**src/hw/bdc_defs.vh**
```
/*
  Constants for the bridge drive configuration bank: serial frame layout,
  register addresses, reset values, field positions and timing figures.
  Assumes a 100 MHz system clock.
*/
`ifndef BDC_DEFS_VH
`define BDC_DEFS_VH

`define BDC_CLK_NS        10
`define BDC_MS_NS         1000000

`define BDC_FRAME_BITS    5'h10
`define BDC_ADDR_MSB      15
`define BDC_ADDR_LSB      11
`define BDC_WR_BIT        10
`define BDC_DATA_MSB      9
`define BDC_DATA_LSB      1
`define BDC_ADDR_LAST     5'h0a

`define BDC_ADDR_PWM_BASE 0
`define BDC_ADDR_DITHER   1
`define BDC_ADDR_BRIDGE   2
`define BDC_ADDR_TURN_ON  3
`define BDC_ADDR_TURN_OFF 4
`define BDC_ADDR_SLEW     5
`define BDC_ADDR_LIMIT    6
`define BDC_ADDR_DRAIN_TH 7
`define BDC_ADDR_DRAIN_Q  8

`define BDC_RST_PWM_BASE  9'h026
`define BDC_RST_BRIDGE    9'h020
`define BDC_RST_LIMIT     9'h07f
`define BDC_RST_DRAIN_TH  9'h01f
`define BDC_RST_DRAIN_Q   9'h03f
`define BDC_RST_ZERO      9'h000

`define BDC_ALIGN_BIT     6
`define BDC_DP_MSB        8
`define BDC_DP_LSB        6
`define BDC_DD_MSB        5
`define BDC_DD_LSB        4
`define BDC_SA_MSB        7
`define BDC_SA_LSB        6
`define BDC_HI4_MSB       7
`define BDC_HI4_LSB       4
`define BDC_OBT_MSB       8
`define BDC_OBT_LSB       4
`define BDC_MIT_MSB       8
`define BDC_MIT_LSB       7
`define BDC_VDQ_BIT       7

`define BDC_PERIOD_CTR_NS 17'd20100
`define BDC_PERIOD_EDG_NS 17'd20050
`define BDC_PERIOD_LSB_NS 17'd800
`define BDC_DITHER_LSB_NS 17'd200
`define BDC_DEAD_LSB_NS   12'd50
`define BDC_DEAD_MIN_NS   12'd100
`define BDC_DEAD_MIN_CODE 6'd3
`define BDC_SLEW_LSB_NS   10'd50
`define BDC_BLANK_LSB_NS  13'd200
`define BDC_BLANK_MIN_NS  13'd1000
`define BDC_BLANK_MIN_CD  5'd4
`define BDC_CURR_LSB_MA   7'd5
`define BDC_DRAIN_LSB_MV  12'd50
`define BDC_QUAL_LSB_NS   12'd50

`endif
```
**src/hw/bdc_config_bank.v**
```verilog
/*
  Serially programmed configuration bank of a three-phase bridge driver.
  Takes 16-bit frames on an SPI-style port (mode 0, msb first, select low),
  stores eleven 9-bit registers and turns their fields into timing and
  threshold values, including the PWM period dither sweep.
  Assumes the host keeps select high between frames and holds sclk low idle.
*/
// Contract
// - PWM period is 20.10 us or 20.05 us plus 0.8 us per period count.
// - Each dither step shortens period by 0.2 us plus 0.2 us per count.
// - Dwell per dither step is 1, 2, 5 or 10 ms by two-bit code.
// - Dither step index runs from 0 up to the four-bit step count, at most 15.
// - Step count zero disables dither; period stays fixed.
// - Sense gain is 2.5, 5, 10 or 20 by two-bit code.
// - Dead-time codes 0 to 2 give the 100 ns minimum.
// - Turn-on current is 5 mA per count; code zero means switch mode.
// - Turn-off current is 5 mA per count to 75 mA; zero means switch mode.
// - Turn-on and turn-off slew times are 50 ns per count, 0 to 750 ns.
// - Blanking time is (code plus two) times 200 ns, up to 6.6 us.
// - Blanking codes 0 to 3 give 1 us.
// - Current limit is maximum threshold times (code+1)/16; default full scale.
// - Maximum threshold is 200, 100, 50 or 25 mV by two-bit code.
// - Drain-source threshold is 50 mV per count, 0 to 3.15 V.
// - Qualifier bit 0 selects debounce, 1 selects blanking.
// - Drain-source qualify time is 50 ns per count, up to 3.15 us.
// - Alignment bit 0 is centre-aligned, 1 edge-aligned; selects period offset.
`timescale 1ns/1ns
`include "bdc_defs.vh"

module bdc_config_bank #(
  parameter MS_CYCLES = `BDC_MS_NS / `BDC_CLK_NS
) (
  input  wire        clk_sys,
  input  wire        rst,
  input  wire        spi_sclk,
  input  wire        spi_cs_n,
  input  wire        spi_sdi,
  output reg         spi_sdo,
  output reg         spi_sdo_oe,
  output reg  [16:0] pwm_period_ns,
  output reg         pwm_alignment_select,
  output reg         dither_active,
  output reg  [3:0]  dither_step_index,
  output reg  [7:0]  sense_gain_x10,
  output reg  [11:0] dead_time_ns,
  output reg  [6:0]  turn_on_ma_first,
  output reg  [6:0]  turn_on_ma_second,
  output reg  [6:0]  turn_off_ma_first,
  output reg  [6:0]  turn_off_ma_second,
  output reg  [3:0]  switch_mode,
  output reg  [9:0]  turn_on_slew_ns,
  output reg  [9:0]  turn_off_slew_ns,
  output reg  [12:0] limit_blank_ns,
  output reg  [11:0] limit_threshold_mv16,
  output reg  [11:0] drain_fault_mv,
  output reg         drain_qualifier_mode,
  output reg  [11:0] drain_qualify_ns,
  output reg         frame_reject
);

  localparam NREG = 11;

  // Dwell lengths in clock cycles
  localparam [23:0] DWELL_1MS  = MS_CYCLES;
  localparam [23:0] DWELL_2MS  = MS_CYCLES * 2;
  localparam [23:0] DWELL_5MS  = MS_CYCLES * 5;
  localparam [23:0] DWELL_10MS = MS_CYCLES * 10;

  function [8:0] reset_of;
    input integer idx;
    begin
      case (idx)
        `BDC_ADDR_PWM_BASE: reset_of = `BDC_RST_PWM_BASE;
        `BDC_ADDR_BRIDGE:   reset_of = `BDC_RST_BRIDGE;
        `BDC_ADDR_LIMIT:    reset_of = `BDC_RST_LIMIT;
        `BDC_ADDR_DRAIN_TH: reset_of = `BDC_RST_DRAIN_TH;
        `BDC_ADDR_DRAIN_Q:  reset_of = `BDC_RST_DRAIN_Q;
        default:            reset_of = `BDC_RST_ZERO;
      endcase
    end
  endfunction

  // Pin synchronisers; stage 0 feeds stage 1 only
  reg [1:0]  sclk_s;
  reg [1:0]  cs_s;
  reg [1:0]  sdi_s;
  reg        sclk_q;
  reg        cs_act_q;
  reg [15:0] rx;
  reg [15:0] tx;
  reg [4:0]  bit_cnt;
  reg [4:0]  rd_addr;

  always @(posedge clk_sys) begin
    if (rst) begin
      sclk_s <= 2'h0;
      cs_s   <= 2'h3;
      sdi_s  <= 2'h0;
    end else begin
      sclk_s <= {sclk_s[0], spi_sclk};
      cs_s   <= {cs_s[0], spi_cs_n};
      sdi_s  <= {sdi_s[0], spi_sdi};
    end
  end

  wire cs_act    = ~cs_s[1];
  wire cs_fall   = cs_act & ~cs_act_q;
  wire cs_rise   = ~cs_act & cs_act_q;
  wire sclk_rise = sclk_s[1] & ~sclk_q;
  wire sclk_fall = ~sclk_s[1] & sclk_q;

  // Odd parity over the whole frame; short frames are dropped, long ones keep their last 16 bits
  wire frame_ok = cs_rise && (bit_cnt == `BDC_FRAME_BITS) && (^rx)
                  && (rx[`BDC_ADDR_MSB:`BDC_ADDR_LSB] <= `BDC_ADDR_LAST);
  wire wr_stb   = frame_ok & rx[`BDC_WR_BIT];

  wire [NREG*9-1:0] cfg_flat;
  wire [8:0]        rd_data  = cfg_flat[rd_addr*9 +: 9];
  wire [14:0]       rd_body  = {rd_addr, 1'b0, rd_data};
  wire [15:0]       rd_frame = {rd_body, ~(^rd_body)};

  always @(posedge clk_sys) begin
    if (rst) begin
      sclk_q       <= 1'b0;
      cs_act_q     <= 1'b0;
      rx           <= 16'h0000;
      tx           <= 16'h0000;
      bit_cnt      <= 5'h00;
      rd_addr      <= 5'h00;
      spi_sdo      <= 1'b0;
      spi_sdo_oe   <= 1'b0;
      frame_reject <= 1'b0;
    end else begin
      sclk_q     <= sclk_s[1];
      cs_act_q   <= cs_act;
      spi_sdo_oe <= cs_act;
      if (cs_fall) begin
        bit_cnt <= 5'h00;
        tx      <= rd_frame;
        spi_sdo <= rd_frame[15];
      end else if (cs_act) begin
        if (sclk_rise) begin
          rx <= {rx[14:0], sdi_s[1]};
          if (bit_cnt != `BDC_FRAME_BITS)
            bit_cnt <= bit_cnt + 5'h01;
        end
        if (sclk_fall) begin
          tx      <= {tx[14:0], 1'b0};
          spi_sdo <= tx[14];
        end
      end
      // Next frame returns the last addressed register
      if (frame_ok)
        rd_addr <= rx[`BDC_ADDR_MSB:`BDC_ADDR_LSB];
      if (cs_rise)
        frame_reject <= ~frame_ok;
    end
  end

  genvar gi;
  generate
    for (gi = 0; gi < NREG; gi = gi + 1) begin : g_reg
      reg [8:0] word;
      always @(posedge clk_sys) begin
        if (rst)
          word <= reset_of(gi);
        else if (wr_stb && (rx[`BDC_ADDR_MSB:`BDC_ADDR_LSB] == gi))
          word <= rx[`BDC_DATA_MSB:`BDC_DATA_LSB];
      end
      assign cfg_flat[gi*9 +: 9] = word;
    end
  endgenerate

  wire [8:0] r_base  = cfg_flat[`BDC_ADDR_PWM_BASE*9 +: 9];
  wire [8:0] r_dith  = cfg_flat[`BDC_ADDR_DITHER*9 +: 9];
  wire [8:0] r_brg   = cfg_flat[`BDC_ADDR_BRIDGE*9 +: 9];
  wire [8:0] r_on    = cfg_flat[`BDC_ADDR_TURN_ON*9 +: 9];
  wire [8:0] r_off   = cfg_flat[`BDC_ADDR_TURN_OFF*9 +: 9];
  wire [8:0] r_slew  = cfg_flat[`BDC_ADDR_SLEW*9 +: 9];
  wire [8:0] r_lim   = cfg_flat[`BDC_ADDR_LIMIT*9 +: 9];
  wire [8:0] r_dth   = cfg_flat[`BDC_ADDR_DRAIN_TH*9 +: 9];
  wire [8:0] r_dq    = cfg_flat[`BDC_ADDR_DRAIN_Q*9 +: 9];

  wire [5:0] pwm_period_code    = r_base[5:0];
  wire       align_sel          = r_base[`BDC_ALIGN_BIT];
  wire [2:0] dither_step_size   = r_dith[`BDC_DP_MSB:`BDC_DP_LSB];
  wire [1:0] dither_dwell_select = r_dith[`BDC_DD_MSB:`BDC_DD_LSB];
  wire [3:0] dither_step_count  = r_dith[3:0];
  wire [1:0] sense_gain_select  = r_brg[`BDC_SA_MSB:`BDC_SA_LSB];
  wire [5:0] dead_time_code     = r_brg[5:0];
  wire [3:0] on_first           = r_on[`BDC_HI4_MSB:`BDC_HI4_LSB];
  wire [3:0] on_second          = r_on[3:0];
  wire [3:0] off_first          = r_off[`BDC_HI4_MSB:`BDC_HI4_LSB];
  wire [3:0] off_second         = r_off[3:0];
  wire [3:0] on_slew            = r_slew[`BDC_HI4_MSB:`BDC_HI4_LSB];
  wire [3:0] off_slew           = r_slew[3:0];
  wire [4:0] limit_blank_code   = r_lim[`BDC_OBT_MSB:`BDC_OBT_LSB];
  wire [3:0] limit_scale_code   = r_lim[3:0];
  wire [1:0] sense_max_threshold = r_dth[`BDC_MIT_MSB:`BDC_MIT_LSB];
  wire [5:0] drain_threshold    = r_dth[5:0];
  wire       drain_q_mode       = r_dq[`BDC_VDQ_BIT];
  wire [5:0] drain_q_time       = r_dq[5:0];

  // Dither sweep
  reg  [23:0] dwell_cnt;
  reg  [3:0]  step_idx;
  reg  [23:0] dwell_lim;

  always @* begin
    case (dither_dwell_select)
      2'h0:    dwell_lim = DWELL_1MS;
      2'h1:    dwell_lim = DWELL_2MS;
      2'h2:    dwell_lim = DWELL_5MS;
      default: dwell_lim = DWELL_10MS;
    endcase
  end

  // A lowered nonzero step count takes effect at the next dwell end; a count of zero clears the index at once
  always @(posedge clk_sys) begin
    if (rst || dither_step_count == 4'h0) begin
      dwell_cnt <= 24'h000000;
      step_idx  <= 4'h0;
    end else if (dwell_cnt >= dwell_lim - 24'h000001) begin
      dwell_cnt <= 24'h000000;
      if (step_idx >= dither_step_count)
        step_idx <= 4'h0;
      else
        step_idx <= step_idx + 4'h1;
    end else begin
      dwell_cnt <= dwell_cnt + 24'h000001;
    end
  end

  wire [16:0] base_ns   = align_sel ? `BDC_PERIOD_EDG_NS : `BDC_PERIOD_CTR_NS;
  wire [16:0] step_ns   = ({14'h0, dither_step_size} + 17'd1) * `BDC_DITHER_LSB_NS;
  wire [16:0] shrink_ns = {13'h0, step_idx} * step_ns;
  wire [16:0] next_pwm_period_ns =
    base_ns + {11'h0, pwm_period_code} * `BDC_PERIOD_LSB_NS - shrink_ns;

  reg [7:0]  next_sense_gain_x10;
  reg [11:0] next_max_mv;

  always @* begin
    case (sense_gain_select)
      2'h0:    next_sense_gain_x10 = 8'h19;
      2'h1:    next_sense_gain_x10 = 8'h32;
      2'h2:    next_sense_gain_x10 = 8'h64;
      default: next_sense_gain_x10 = 8'hc8;
    endcase
    case (sense_max_threshold)
      2'h0:    next_max_mv = 12'h0c8;
      2'h1:    next_max_mv = 12'h064;
      2'h2:    next_max_mv = 12'h032;
      default: next_max_mv = 12'h019;
    endcase
  end

  wire [11:0] next_dead_time_ns = (dead_time_code < `BDC_DEAD_MIN_CODE) ? `BDC_DEAD_MIN_NS
                                : {6'h0, dead_time_code} * `BDC_DEAD_LSB_NS;
  wire [12:0] next_limit_blank_ns = (limit_blank_code < `BDC_BLANK_MIN_CD) ? `BDC_BLANK_MIN_NS
                                  : ({8'h0, limit_blank_code} + 13'd2) * `BDC_BLANK_LSB_NS;
  wire [11:0] next_limit_mv16 = next_max_mv * ({8'h0, limit_scale_code} + 12'd1);

  always @(posedge clk_sys) begin
    if (rst) begin
      pwm_period_ns        <= 17'h00000;
      pwm_alignment_select <= 1'b0;
      dither_active        <= 1'b0;
      dither_step_index    <= 4'h0;
      sense_gain_x10       <= 8'h00;
      dead_time_ns         <= 12'h000;
      turn_on_ma_first     <= 7'h00;
      turn_on_ma_second    <= 7'h00;
      turn_off_ma_first    <= 7'h00;
      turn_off_ma_second   <= 7'h00;
      switch_mode          <= 4'h0;
      turn_on_slew_ns      <= 10'h000;
      turn_off_slew_ns     <= 10'h000;
      limit_blank_ns       <= 13'h0000;
      limit_threshold_mv16 <= 12'h000;
      drain_fault_mv       <= 12'h000;
      drain_qualifier_mode <= 1'b0;
      drain_qualify_ns     <= 12'h000;
    end else begin
      pwm_period_ns        <= next_pwm_period_ns;
      pwm_alignment_select <= align_sel;
      dither_active        <= (dither_step_count != 4'h0);
      dither_step_index    <= step_idx;
      sense_gain_x10       <= next_sense_gain_x10;
      dead_time_ns         <= next_dead_time_ns;
      turn_on_ma_first     <= {3'h0, on_first} * `BDC_CURR_LSB_MA;
      turn_on_ma_second    <= {3'h0, on_second} * `BDC_CURR_LSB_MA;
      turn_off_ma_first    <= {3'h0, off_first} * `BDC_CURR_LSB_MA;
      turn_off_ma_second   <= {3'h0, off_second} * `BDC_CURR_LSB_MA;
      // Bits: on first, on second, off first, off second
      switch_mode          <= {on_first == 4'h0, on_second == 4'h0,
                               off_first == 4'h0, off_second == 4'h0};
      turn_on_slew_ns      <= {6'h0, on_slew} * `BDC_SLEW_LSB_NS;
      turn_off_slew_ns     <= {6'h0, off_slew} * `BDC_SLEW_LSB_NS;
      limit_blank_ns       <= next_limit_blank_ns;
      limit_threshold_mv16 <= next_limit_mv16;
      drain_fault_mv       <= {6'h0, drain_threshold} * `BDC_DRAIN_LSB_MV;
      drain_qualifier_mode <= drain_q_mode;
      // Zero is passed through; short times are the host's concern
      drain_qualify_ns     <= {6'h0, drain_q_time} * `BDC_QUAL_LSB_NS;
    end
  end

endmodule // bdc_config_bank

```
**config.mk**
```make
export PLATFORM = sky130hd
export DESIGN_NAME = bdc_config_bank
export DESIGN_NICKNAME = d
export VERILOG_FILES = /design/src/hw/bdc_config_bank.v
export VERILOG_INCLUDE_DIRS = /design/src /design/src/hw
export SDC_FILE = /design/constraint.sdc
export NUM_CORES = 1
export LEC_CHECK = 0
export BUFFER_PORTS_ARGS = -buffer_cell sky130_fd_sc_hd__buf_2
export CAP_MARGIN = 15
export CORE_MARGIN = 4
export CORE_UTILIZATION = 25
export CTS_BUF_LIST = sky130_fd_sc_hd__clkbuf_16
export CTS_CLUSTER_SIZE = 25
export DETAILED_ROUTE_END_ITERATION = 16
export PLACE_DENSITY_LB_ADDON = 0.3
export SETUP_SLACK_MARGIN = 0.05
export SLEW_MARGIN = 25
export SYNTH_ARGS = -nofsm -noshare
export SYNTH_HDL_FRONTEND = slang
export SYNTH_SLANG_ARGS = --single-unit
```
**constraint.sdc**
```tcl
create_clock -name clk_sys -period 6.78 [get_ports clk_sys]
set_clock_uncertainty 0.1 [all_clocks]
set_input_delay 1.017 -clock clk_sys [delete_from_list [all_inputs] [get_ports clk_sys]]
set_output_delay 1.017 -clock clk_sys [all_outputs]
set_load 0.05 [all_outputs]
```
# Word level (Yosys, flattened, before mapping)
# Cells that the tools add are included.
word_totals:
  latchBits: 0
  ramBits: 0
  n_memories: 0
  rom_bits: 0
  reg_bits: 323
  input_bits: 5
op_classes:
  magnitude_cmp: 5
  shift: 1
  div: 0
  reduce_logical: 36
  bitwise_logic: 12
  mul: 15
  add_sub_neg: 9
  n_eq_ne: 19
  n_mux: 13
ops:
  columns: ["cell", "n"]
  rows:
  - ["$shiftx A99 B10 Y9", 1]
  - ["$pmux W20 S3", 1]
  - ["$pmux W8 S3", 2]
  - ["$mux W15", 3]
  - ["$mul A6 B5 Y11 const B", 4]
  - ["$mul A4 B3 Y7 const B", 4]
  - ["$mul A4 B5 Y9 const B", 3]
  - ["$add A24 B1 Y24 const B", 1]
  - ["$ge A24 B24 Y1", 1]
  - ["$sub A24 B1 Y24 const B", 1]
  - ["$eq A5 B3 Y1 const B", 4]
  - ["$logic_not A4 Y1", 5]
  - ["$add A15 B16 Y17", 1]
  - ["$sub A17 B16 Y17", 1]
  - ["$reduce_xor A16 Y1", 1]
  - ["$eq A5 B4 Y1 const B", 3]
  - ["$reduce_xor A15 Y1", 1]
  - ["$logic_and A1 B1 Y1", 14]
  - ["$mul A4 B9 Y13", 1]
  - ["$mul A12 B5 Y12", 1]
  - ["$eq A5 B2 Y1 const B", 2]
  - ["$mul A6 B5 Y10 const B", 1]
  - ["$mux W10", 1]
  - ["$mul A5 B4 Y9 const B", 1]
  - ["29 further kinds", 52]

# Logic depth before layout (Yosys ltp)
# Gate-level depths: netlist of run 1.
depth:
  word_depth: 6
  ltp_mapped: 28

# Least setup slack after synthesis of run 1
# Ideal clock, no wire load.
synth_path:
  path_type: "flip-flop to flip-flop"
  start: "register g_reg[1].word[6]"
  end: "register pwm_period_ns[16]"
  path_stages_with_launch: 25
  t_arrival_ns: 5.375
  setup_slack_ns: 1.177
  path_buffers: 1
  path_cell_list: "dfxtp_1 clkbuf_1 inv_1 ha_1 xor2_1 ha_1 and2_1 fa_1 inv_1 fa_1 inv_1 ha_1 o21ai_0 a21boi_0 o21ai_0 a21boi_0 o21ai_0 a2111oi_0 a311oi_1 ha_1 ha_1 a21o_1 a31oi_1 xnor2_1 nor2_1"
synth_between:
  elab_chain_len: 4
synth_lines:
  columns: ["item", "line_no", "rtl"]
  rows:
  - ["start, declared", "bdc_config_bank.v:163", "reg [8:0] word;"]
  - ["start signal, assigned", "bdc_config_bank.v:166", "word <= reset_of(gi);"]
  - ["start signal, assigned", "bdc_config_bank.v:168", "word <= rx[`BDC_DATA_MSB:`BDC_DATA_LSB];"]
  - ["$add A3 B1 Y4", "bdc_config_bank.v:235", "wire [16:0] step_ns = ({14'h0, dither_step_size} + 17'd1) * `BDC_DITHER_LSB_NS;"]
  - ["$mul A4 B5 Y9 (no source line)", null, null]
  - ["$mul A4 B9 Y13", "bdc_config_bank.v:236", "wire [16:0] shrink_ns = {13'h0, step_idx} * step_ns;"]
  - ["$sub A17 B16 Y17", "bdc_config_bank.v:238", "base_ns + {11'h0, pwm_period_code} * `BDC_PERIOD_LSB_NS - shrink_ns;"]
  - ["end signal, assigned", "bdc_config_bank.v:285", "pwm_period_ns <= next_pwm_period_ns;"]
  - ["end, declared", "bdc_config_bank.v:40", "output reg [16:0] pwm_period_ns,"]
# No other way between the ends.
# A chain may end at the register's enable or synchronous reset.

# Worst setup path after layout of run 1
# Same ends and word-level chain as after synthesis.

==> metrics.md, run 1 <==
| Metric | Value |
|---|---|
| Final #Nets | 2308 |
| Final Power | 4.03 mW |
| Clock power frac | 50.8% |
| CP required | 7.12 ns |
| Synth cell types | 61 |
| Clk_lat worst skew | 0.58 ns |
| Async set-or-reset flop fraction in the synthesized netlist | 0% |
| Die height | 277 um |
| Die Area | 76500 um2 |
| Yosys warnings | 0 |
| Avg Cell Area, Syn | 9.57 um2 |
| Internal | 3.08 mW |
| Hold Path Class | flop to flop |
| Multi-input gate area | 10900 um2 |
| Crit-path max FO | 9 |
| Psw | 0.952 mW |
| Endpoints failing setup | 0 |
| Max transition margin | 36.5% |
| Max-cap viol count | 0 |
| Worst vdd ir | 175 uV |
| Fin. max-slew vios | 0 |
| Cell Pwr Density | 192 nW/um2 |
| Post-synth top flop | dfxtp_1 |
| Sequential power share | 46.2% |
| Leakage | 9.75 nW |
| Number of diodes | 0 |
| Depth of the worst register-to-register path | 22 |
| RSZ-0062 raised after global routing | false |
| Synth Instances | 1883 |
| Rows | 98 |
| Clock Pin Slew Worst Setup and Hold Paths | 0.05 ns |
| Largest net degree at the start of global routing | 181 |
| Max frequency | 0.164 GHz |
| Worst r2r src | g_reg[1].word[6] |
| Initial core utilization | 25.2% |
| Crit-path cells | ha_1 -> xor2_1 -> ha_1 -> ha_1 -> ha_1 -> xor2_1 -> nor2_1 -> fa_1 -> inv_1 -> fa_1 -> inv_1 -> ha_1 -> a21boi_0 -> o21ai_0 -> a2111oi_0 -> a311oi_1 -> ha_1 -> ha_1 -> a21o_1 -> a31oi_1 -> xnor2_1 -> nor2_1 |
| Filler cell count | 7457 |
| Setup crit start | g_reg[1].word[6] |
| Final min period | 6.10 ns |
| CP max-delay cell | fa_1 |
| Initial antenna violation count | 0 |
| I/O Buffers | 143 |
| FF+latch area | 6270 um2 |
| Tot GR Track Use | 11.6% |
| Final hold violations | 0 |
| CP Data Arrival Time | 6.43 ns |
| Switching Share | 23.6% |
| Crit path top cell by count | ha_1 |
| Delay-heaviest family, CP | adder cells |
| Buf+Inv Stages, Crit Path | 2 |
| Worst setup SP type | flop |
| Clock Sinks | 313 |
| Core area | 71500 um2 |
| # Post-CTS Setup Buffers | 0 |
| Worst slew pin tran | 0.945 ns |
| Sequential cell area fraction in the yosys report | 34.8% |
| Top Ports | 153 |
| Initial drt markers | 454 |
| CTS Buffer Depth | 3 |
| Mapped cell area | 18000 um2 |
| P&R area growth vs syn | 16.2% |
| Gr ovfl total | 0 |
| Status | complete, no violations |
| Hold-fix buffers, CTS | 0 |
| Final worst-path cycle share | 89.9% |
| Crit Path Category | flop to flop |
| Max stage delay on crit path | 0.52 ns |
| Top cell type's share of synthesized area | 34.8% |
| Post-layout util | 29.3% |
| TNS Setup | 0 ns |
| DRC | 0 |
| Layout cells sized above 1 | 12.0% |
| Post-DP HPWL | 32.6 mm |
| First-pass GRT wire length | 73.0 mm |
| Yosys reg bits | 313 |
| Root buf cell | clkbuf_16 |
| Cts repair resizes | 0 |
| GP Congestion | 0.784 |
| Vias in the first global route | 13600 |
| Vias | 13000 |
| Area leader, netlist | dfxtp_1 |
| Combinational share of power | 3.0% |
| H-tree Lvls | 2 |
| TritonCTS buffer count | 41 |
| CTS tree | yes |
| 1st-pass router iterations | 7 |
| Kind of end point of the critical path | flop |
| Critical Path End | pwm_period_ns[16] |
| Routed WL | 44.7 mm |
| RR Endpoint | pwm_period_ns[16] |
| Top post-synthesis cells by area | dfxtp_1, ha_1, mux2i_1 |
| Levels on crit path | 22 |
| R2r setup slk | 0.68 ns |
| DRT antenna net count | 0 |
| Post-synth EDFFs | 0 |
| DIE WIDTH | 277 um |
| Drt wl/cell | 15.0 um |
| Vias per cell | 4.38 |
[flip-flops by register name (all words and copies together), names as in the netlist, 8 cells and up]
name,flops
drain_fault_mv,11
rx,16
turn_off_slew_ns,9
limit_threshold_mv16,12
pwm_period_ns,16
g.word,99
tx,15
dwell_cnt,24
limit_blank_ns,10
dead_time_ns,11
drain_qualify_ns,11
sense_gain_x10,8
turn_on_slew_ns,9
[metrics by stage]
stage          hold slack (ns)  setup slack, ns  instances  area, um2
3_5_place_dp             0.306            0.642       2909      19700
6_report                 0.315            0.684       2977      21000
3_3_place_gp             0.315            0.837       2909      19700
2_1_floorplan            0.289             1.18       1896      18100
4_1_cts                  0.327            0.639       2977      20900
5_1_grt                  0.345            0.174       2977      21000
[cell usage in the layout, fill, tap and decap left out, types with 15 or more instances in the layout]
cell       instances
nor2b_1           67
conb_1            15
nand3_1           17
nand2_1          102
inv_1            144
buf_2            142
a21o_1            28
xnor2_1           71
dfxtp_1          312
ha_1             257
xor2_1            45
clkbuf_16         42
o21ai_0           19
nor2_1           261
nor3_1            18
and2_1            35
fa_1              44
mux4_2            18
mux2i_1          113
a21oi_1           73
[worst min-delay path by stage]
stage	from	to	slack, ns	cells past startpoint
floorplan	cs_s[0]	cs_s[1]	0.29	1
global placement	cs_s[0]	cs_s[1]	0.32	1
detailed placement	cs_s[0]	cs_s[1]	0.31	1
CTS	cs_s[0]	cs_s[1]	0.33	1
global route	cs_s[0]	cs_s[1]	0.34	1
finish	cs_s[0]	cs_s[1]	0.32	1
[cell usage after synthesis (44+ instances only)]
library cell / instances
dfxtp_1: 313
ha_1: 257
mux2i_1: 113
fa_1: 44
xnor2_1: 71
inv_1: 139
clkbuf_1: 58
a21oi_1: 73
nor2_1: 262
xor2_1: 45
nor2b_1: 67
nand2_1: 102
[power by group through the flow]
stage	sequential, mW	clock (mW)	combinational (mW)
floorplan	1.94	0	0.0557
global placement	1.90	0	0.123
detailed placement	1.90	0	0.123
CTS	1.86	2.14	0.124
global route	1.86	2.22	0.130
finish	1.86	2.05	0.121
[layer usage]
metal	track usage, %	up-vias	part of all wire, %
met2	20.8	184	50
met3	2.14	58	4.1
li1	-	6543	-
met4	3.41	0	2.3
met1	14.2	6255	44
met5	0	-	0
[cell type report]
cell class                 count  area share (%)
clock buffer                  42            5.02
clock inverter                26           0.973
inverter                     140            2.51
multi-input combinational   1354            52.1
sequential                   313            29.9
tap                          950            5.67
timing repair buffer         152            3.84
[cells by family after synthesis]
logic type / count (synthesis) / synth area share (%)
other: 2 / 0.0417
AO/OA/AOI/OAI: 198 / 7.19
flip-flops: 313 / 34.8
adder cells (fa/ha/maj): 301 / 22.7
XOR/XNOR: 118 / 5.89
multiplexers: 135 / 8.77
buffers and inverters: 229 / 5.06
AND/OR/NAND/NOR: 587 / 15.6
No activity file was read; power rests on OpenSTA's default activity.
==> run 2: changes to the inputs <==
Settings changed: CELL_PAD_IN_SITES_DETAIL_PLACEMENT set to 1, CELL_PAD_IN_SITES_GLOBAL_PLACEMENT set to 2.
==> metrics.md, run 2 (synthesis gave the netlist of run 1 again) <==
| Metric | Value |
|---|---|
| Gr ovfl total | 0 (unchanged) |
| Worst slew pin tran | 0.967 ns (was 0.945 ns) |
| DRT antenna net count | 0 (unchanged) |
| Rows | 98 (unchanged) |
| Post-DP HPWL | 36.6 mm (was 32.6 mm) |
| Initial core utilization | 25.2% (unchanged) |
| Clock Pin Slew Worst Setup and Hold Paths | 0.06 ns (was 0.05 ns) |
| Max reg flops | 99 (unchanged) |
| DIE WIDTH | 277 um (unchanged) |
| Number of diodes | 0 (unchanged) |
| Cell Pwr Density | 194 nW/um2 (was 192 nW/um2) |
| TritonCTS buffer count | 40 (was 41) |
| Cts repair resizes | 0 (unchanged) |
| Max-cap viol count | 0 (unchanged) |
| Root buf cell | clkbuf_16 (unchanged) |
| Initial drt markers | 439 (was 454) |
| Crit Path Category | flop to flop (unchanged) |
| Biggest regs | g.word (99), dwell_cnt (24) (unchanged) |
| Commonest cells after routing, fill and taps aside | dfxtp_1, nor2_1, ha_1 (unchanged) |
| Die height | 277 um (unchanged) |
| Max transition margin | 35.5% (was 36.5%) |
| # Post-CTS Setup Buffers | 0 (unchanged) |
| Initial antenna violation count | 1 (was 0) |
| Worst vdd ir | 130 uV (was 175 uV) |
| Final min period | 6.26 ns (was 6.10 ns) |
| Largest net degree at the start of global routing | 106 (was 181) |
| Hold Path Class | flop to flop (unchanged) |
| Worst r2r src | g_reg[1].word[6] (unchanged) |
| Tot GR Track Use | 12.8% (was 11.6%) |
| Internal | 3.09 mW (was 3.08 mW) |
| Filler cell count | 8157 (was 7457) |
| WL met3 | 1.69 mm (was 1.83 mm) |
| CTS tree | yes (unchanged) |
| P&R area growth vs syn | 16.4% (was 16.2%) |
| Hold Startpoint | cs_s[0] (unchanged) |
| Clk_lat worst skew | 0.58 ns (about the same) |
| First-pass GRT wire length | 80.3 mm (was 73.0 mm) |
| Clock Sinks | 313 (unchanged) |
| Highest metal used | met4 (unchanged) |
| Psw | 0.969 mW (was 0.952 mW) |
| Clock power frac | 51.2% (was 50.8%) |
| Routed WL | 49.4 mm (was 44.7 mm) |
| Status | complete, no violations (unchanged) |
| Endpoints failing setup | 0 (unchanged) |
| Core area | 71500 um2 (unchanged) |
| Final hold violations | 0 (unchanged) |
| Largest Register | g.word (unchanged) |
| CP Data Arrival Time | 6.60 ns (was 6.43 ns) |
| Fin. max-slew vios | 0 (unchanged) |
| Max frequency | 0.160 GHz (was 0.164 GHz) |
| RSZ-0062 raised after global routing | false (unchanged) |
| Switching Share | 23.8% (was 23.6%) |
| Worst setup SP type | flop (unchanged) |
| Met2 wire len | 25.5 mm (was 22.2 mm) |
| WL met1 | 21.6 mm (was 19.7 mm) |
| Worst setup margin | 0.520 ns (was 0.684 ns) |
| Commonest non-fill, non-tap cell in the layout | dfxtp_1 (unchanged) |
| Leakage | 9.75 nW (about the same) |
| Pre-CTS WS | 0.582 ns (was 0.642 ns) |
| CTS Buffer Depth | 3 (unchanged) |
| Final worst-path cycle share | 92.3% (was 89.9%) |
| Layout cells sized above 1 | 12.4% (was 12.0%) |
| Drt wl/cell | 16.6 um (was 15.0 um) |
| Hold-fix buffers, CTS | 0 (unchanged) |
| 1st-pass router iterations | 4 (was 7) |
| TNS Setup | 0 ns (unchanged) |
| I/O Buffers | 143 (unchanged) |
| Vias | 13300 (was 13000) |
| Die Area | 76500 um2 (unchanged) |
| GP Congestion | 0.778 (was 0.784) |
| Vias in the first global route | 14500 (was 13600) |
| Final #Nets | 2306 (was 2308) |
| Top Ports | 153 (unchanged) |
| Combinational share of power | 3.0% (about the same) |
| Crit-path max FO | 9 (unchanged) |
| Kind of end point of the critical path | flop (unchanged) |
| Vias per cell | 4.47 (was 4.38) |
| Setup crit start | g_reg[1].word[6] (unchanged) |
| DRC | 0 (unchanged) |
| Sequential power share | 45.9% (was 46.2%) |
| CP required | 7.12 ns (about the same) |
| H-tree Lvls | 2 (unchanged) |
-- run 2: layout make-up --
type	count	area, um2	share of cell area [%]
sequential	313	6270	29.9
clock buffer	41	1030	4.89
inverter	140	526	2.50
multi-input combinational	1354	10900	52.1
tap	950	1190	5.67
clock inverter	28	251	1.20
timing repair buffer	151	785	3.74
-- run 2: power by group through the flow --
stage | clock (mW) | sequential, mW | combinational, mW
3_3_place_gp | 0 | 1.90 | 0.121
3_5_place_dp | 0 | 1.90 | 0.122
6_report | 2.08 | 1.86 | 0.120
5_1_grt | 2.25 | 1.86 | 0.129
2_1_floorplan | 0 | 1.94 | 0.0557
4_1_cts | 2.18 | 1.86 | 0.123
-- run 2: through the flow --
stage | power, mW | utilization [%] | hold slack (ns) | instance area, um2 | cells
5_1_grt | 4.25 | 29.4 | 0.338 | 21000 | 2977
3_5_place_dp | 2.03 | 27.5 | 0.298 | 19700 | 2908
3_3_place_gp | 2.03 | 27.5 | 0.302 | 19700 | 2908
4_1_cts | 4.16 | 29.3 | 0.314 | 21000 | 2977
2_1_floorplan | 2.00 | - | 0.289 | 18100 | 1896
6_report | 4.06 | 29.4 | 0.310 | 21000 | 2977
-- run 2: critical path, stage by stage, from the launching register on --
cell and delay (ns):
dfxtp_1 0.50, inv_1 0.15, ha_1 0.39, xor2_1 0.17
ha_1 0.36, and2_1 0.19, fa_1 0.49, inv_1 0.06
fa_1 0.53, inv_1 0.04, ha_1 0.28, o21ai_0 0.13
a21boi_0 0.29, o21ai_0 0.15, a21boi_0 0.25, o21ai_0 0.18
a2111oi_0 0.50, a311oi_1 0.11, ha_1 0.32, ha_1 0.35
a21o_1 0.19, a31oi_1 0.19, xnor2_1 0.14, nor2_1 0.06
-- run 2: path summary, 6_finish.rpt --
kind | end | slack (ns) | depth (start not counted)
min reg2reg | cs_s[1] | 0.31 | 1
max reg2reg | pwm_period_ns[16] | 0.52 | 23
min | cs_s[1] | 0.31 | 1
max | pwm_period_ns[16] | 0.52 | 23
-- run 2: per-layer routing --
metal / vias up / track usage [%]
li1: 6539 / -
met5: - / 0
met2: 135 / 23.9
met3: 40 / 2.19
met4: 0 / 2.28
met1: 6593 / 15.6
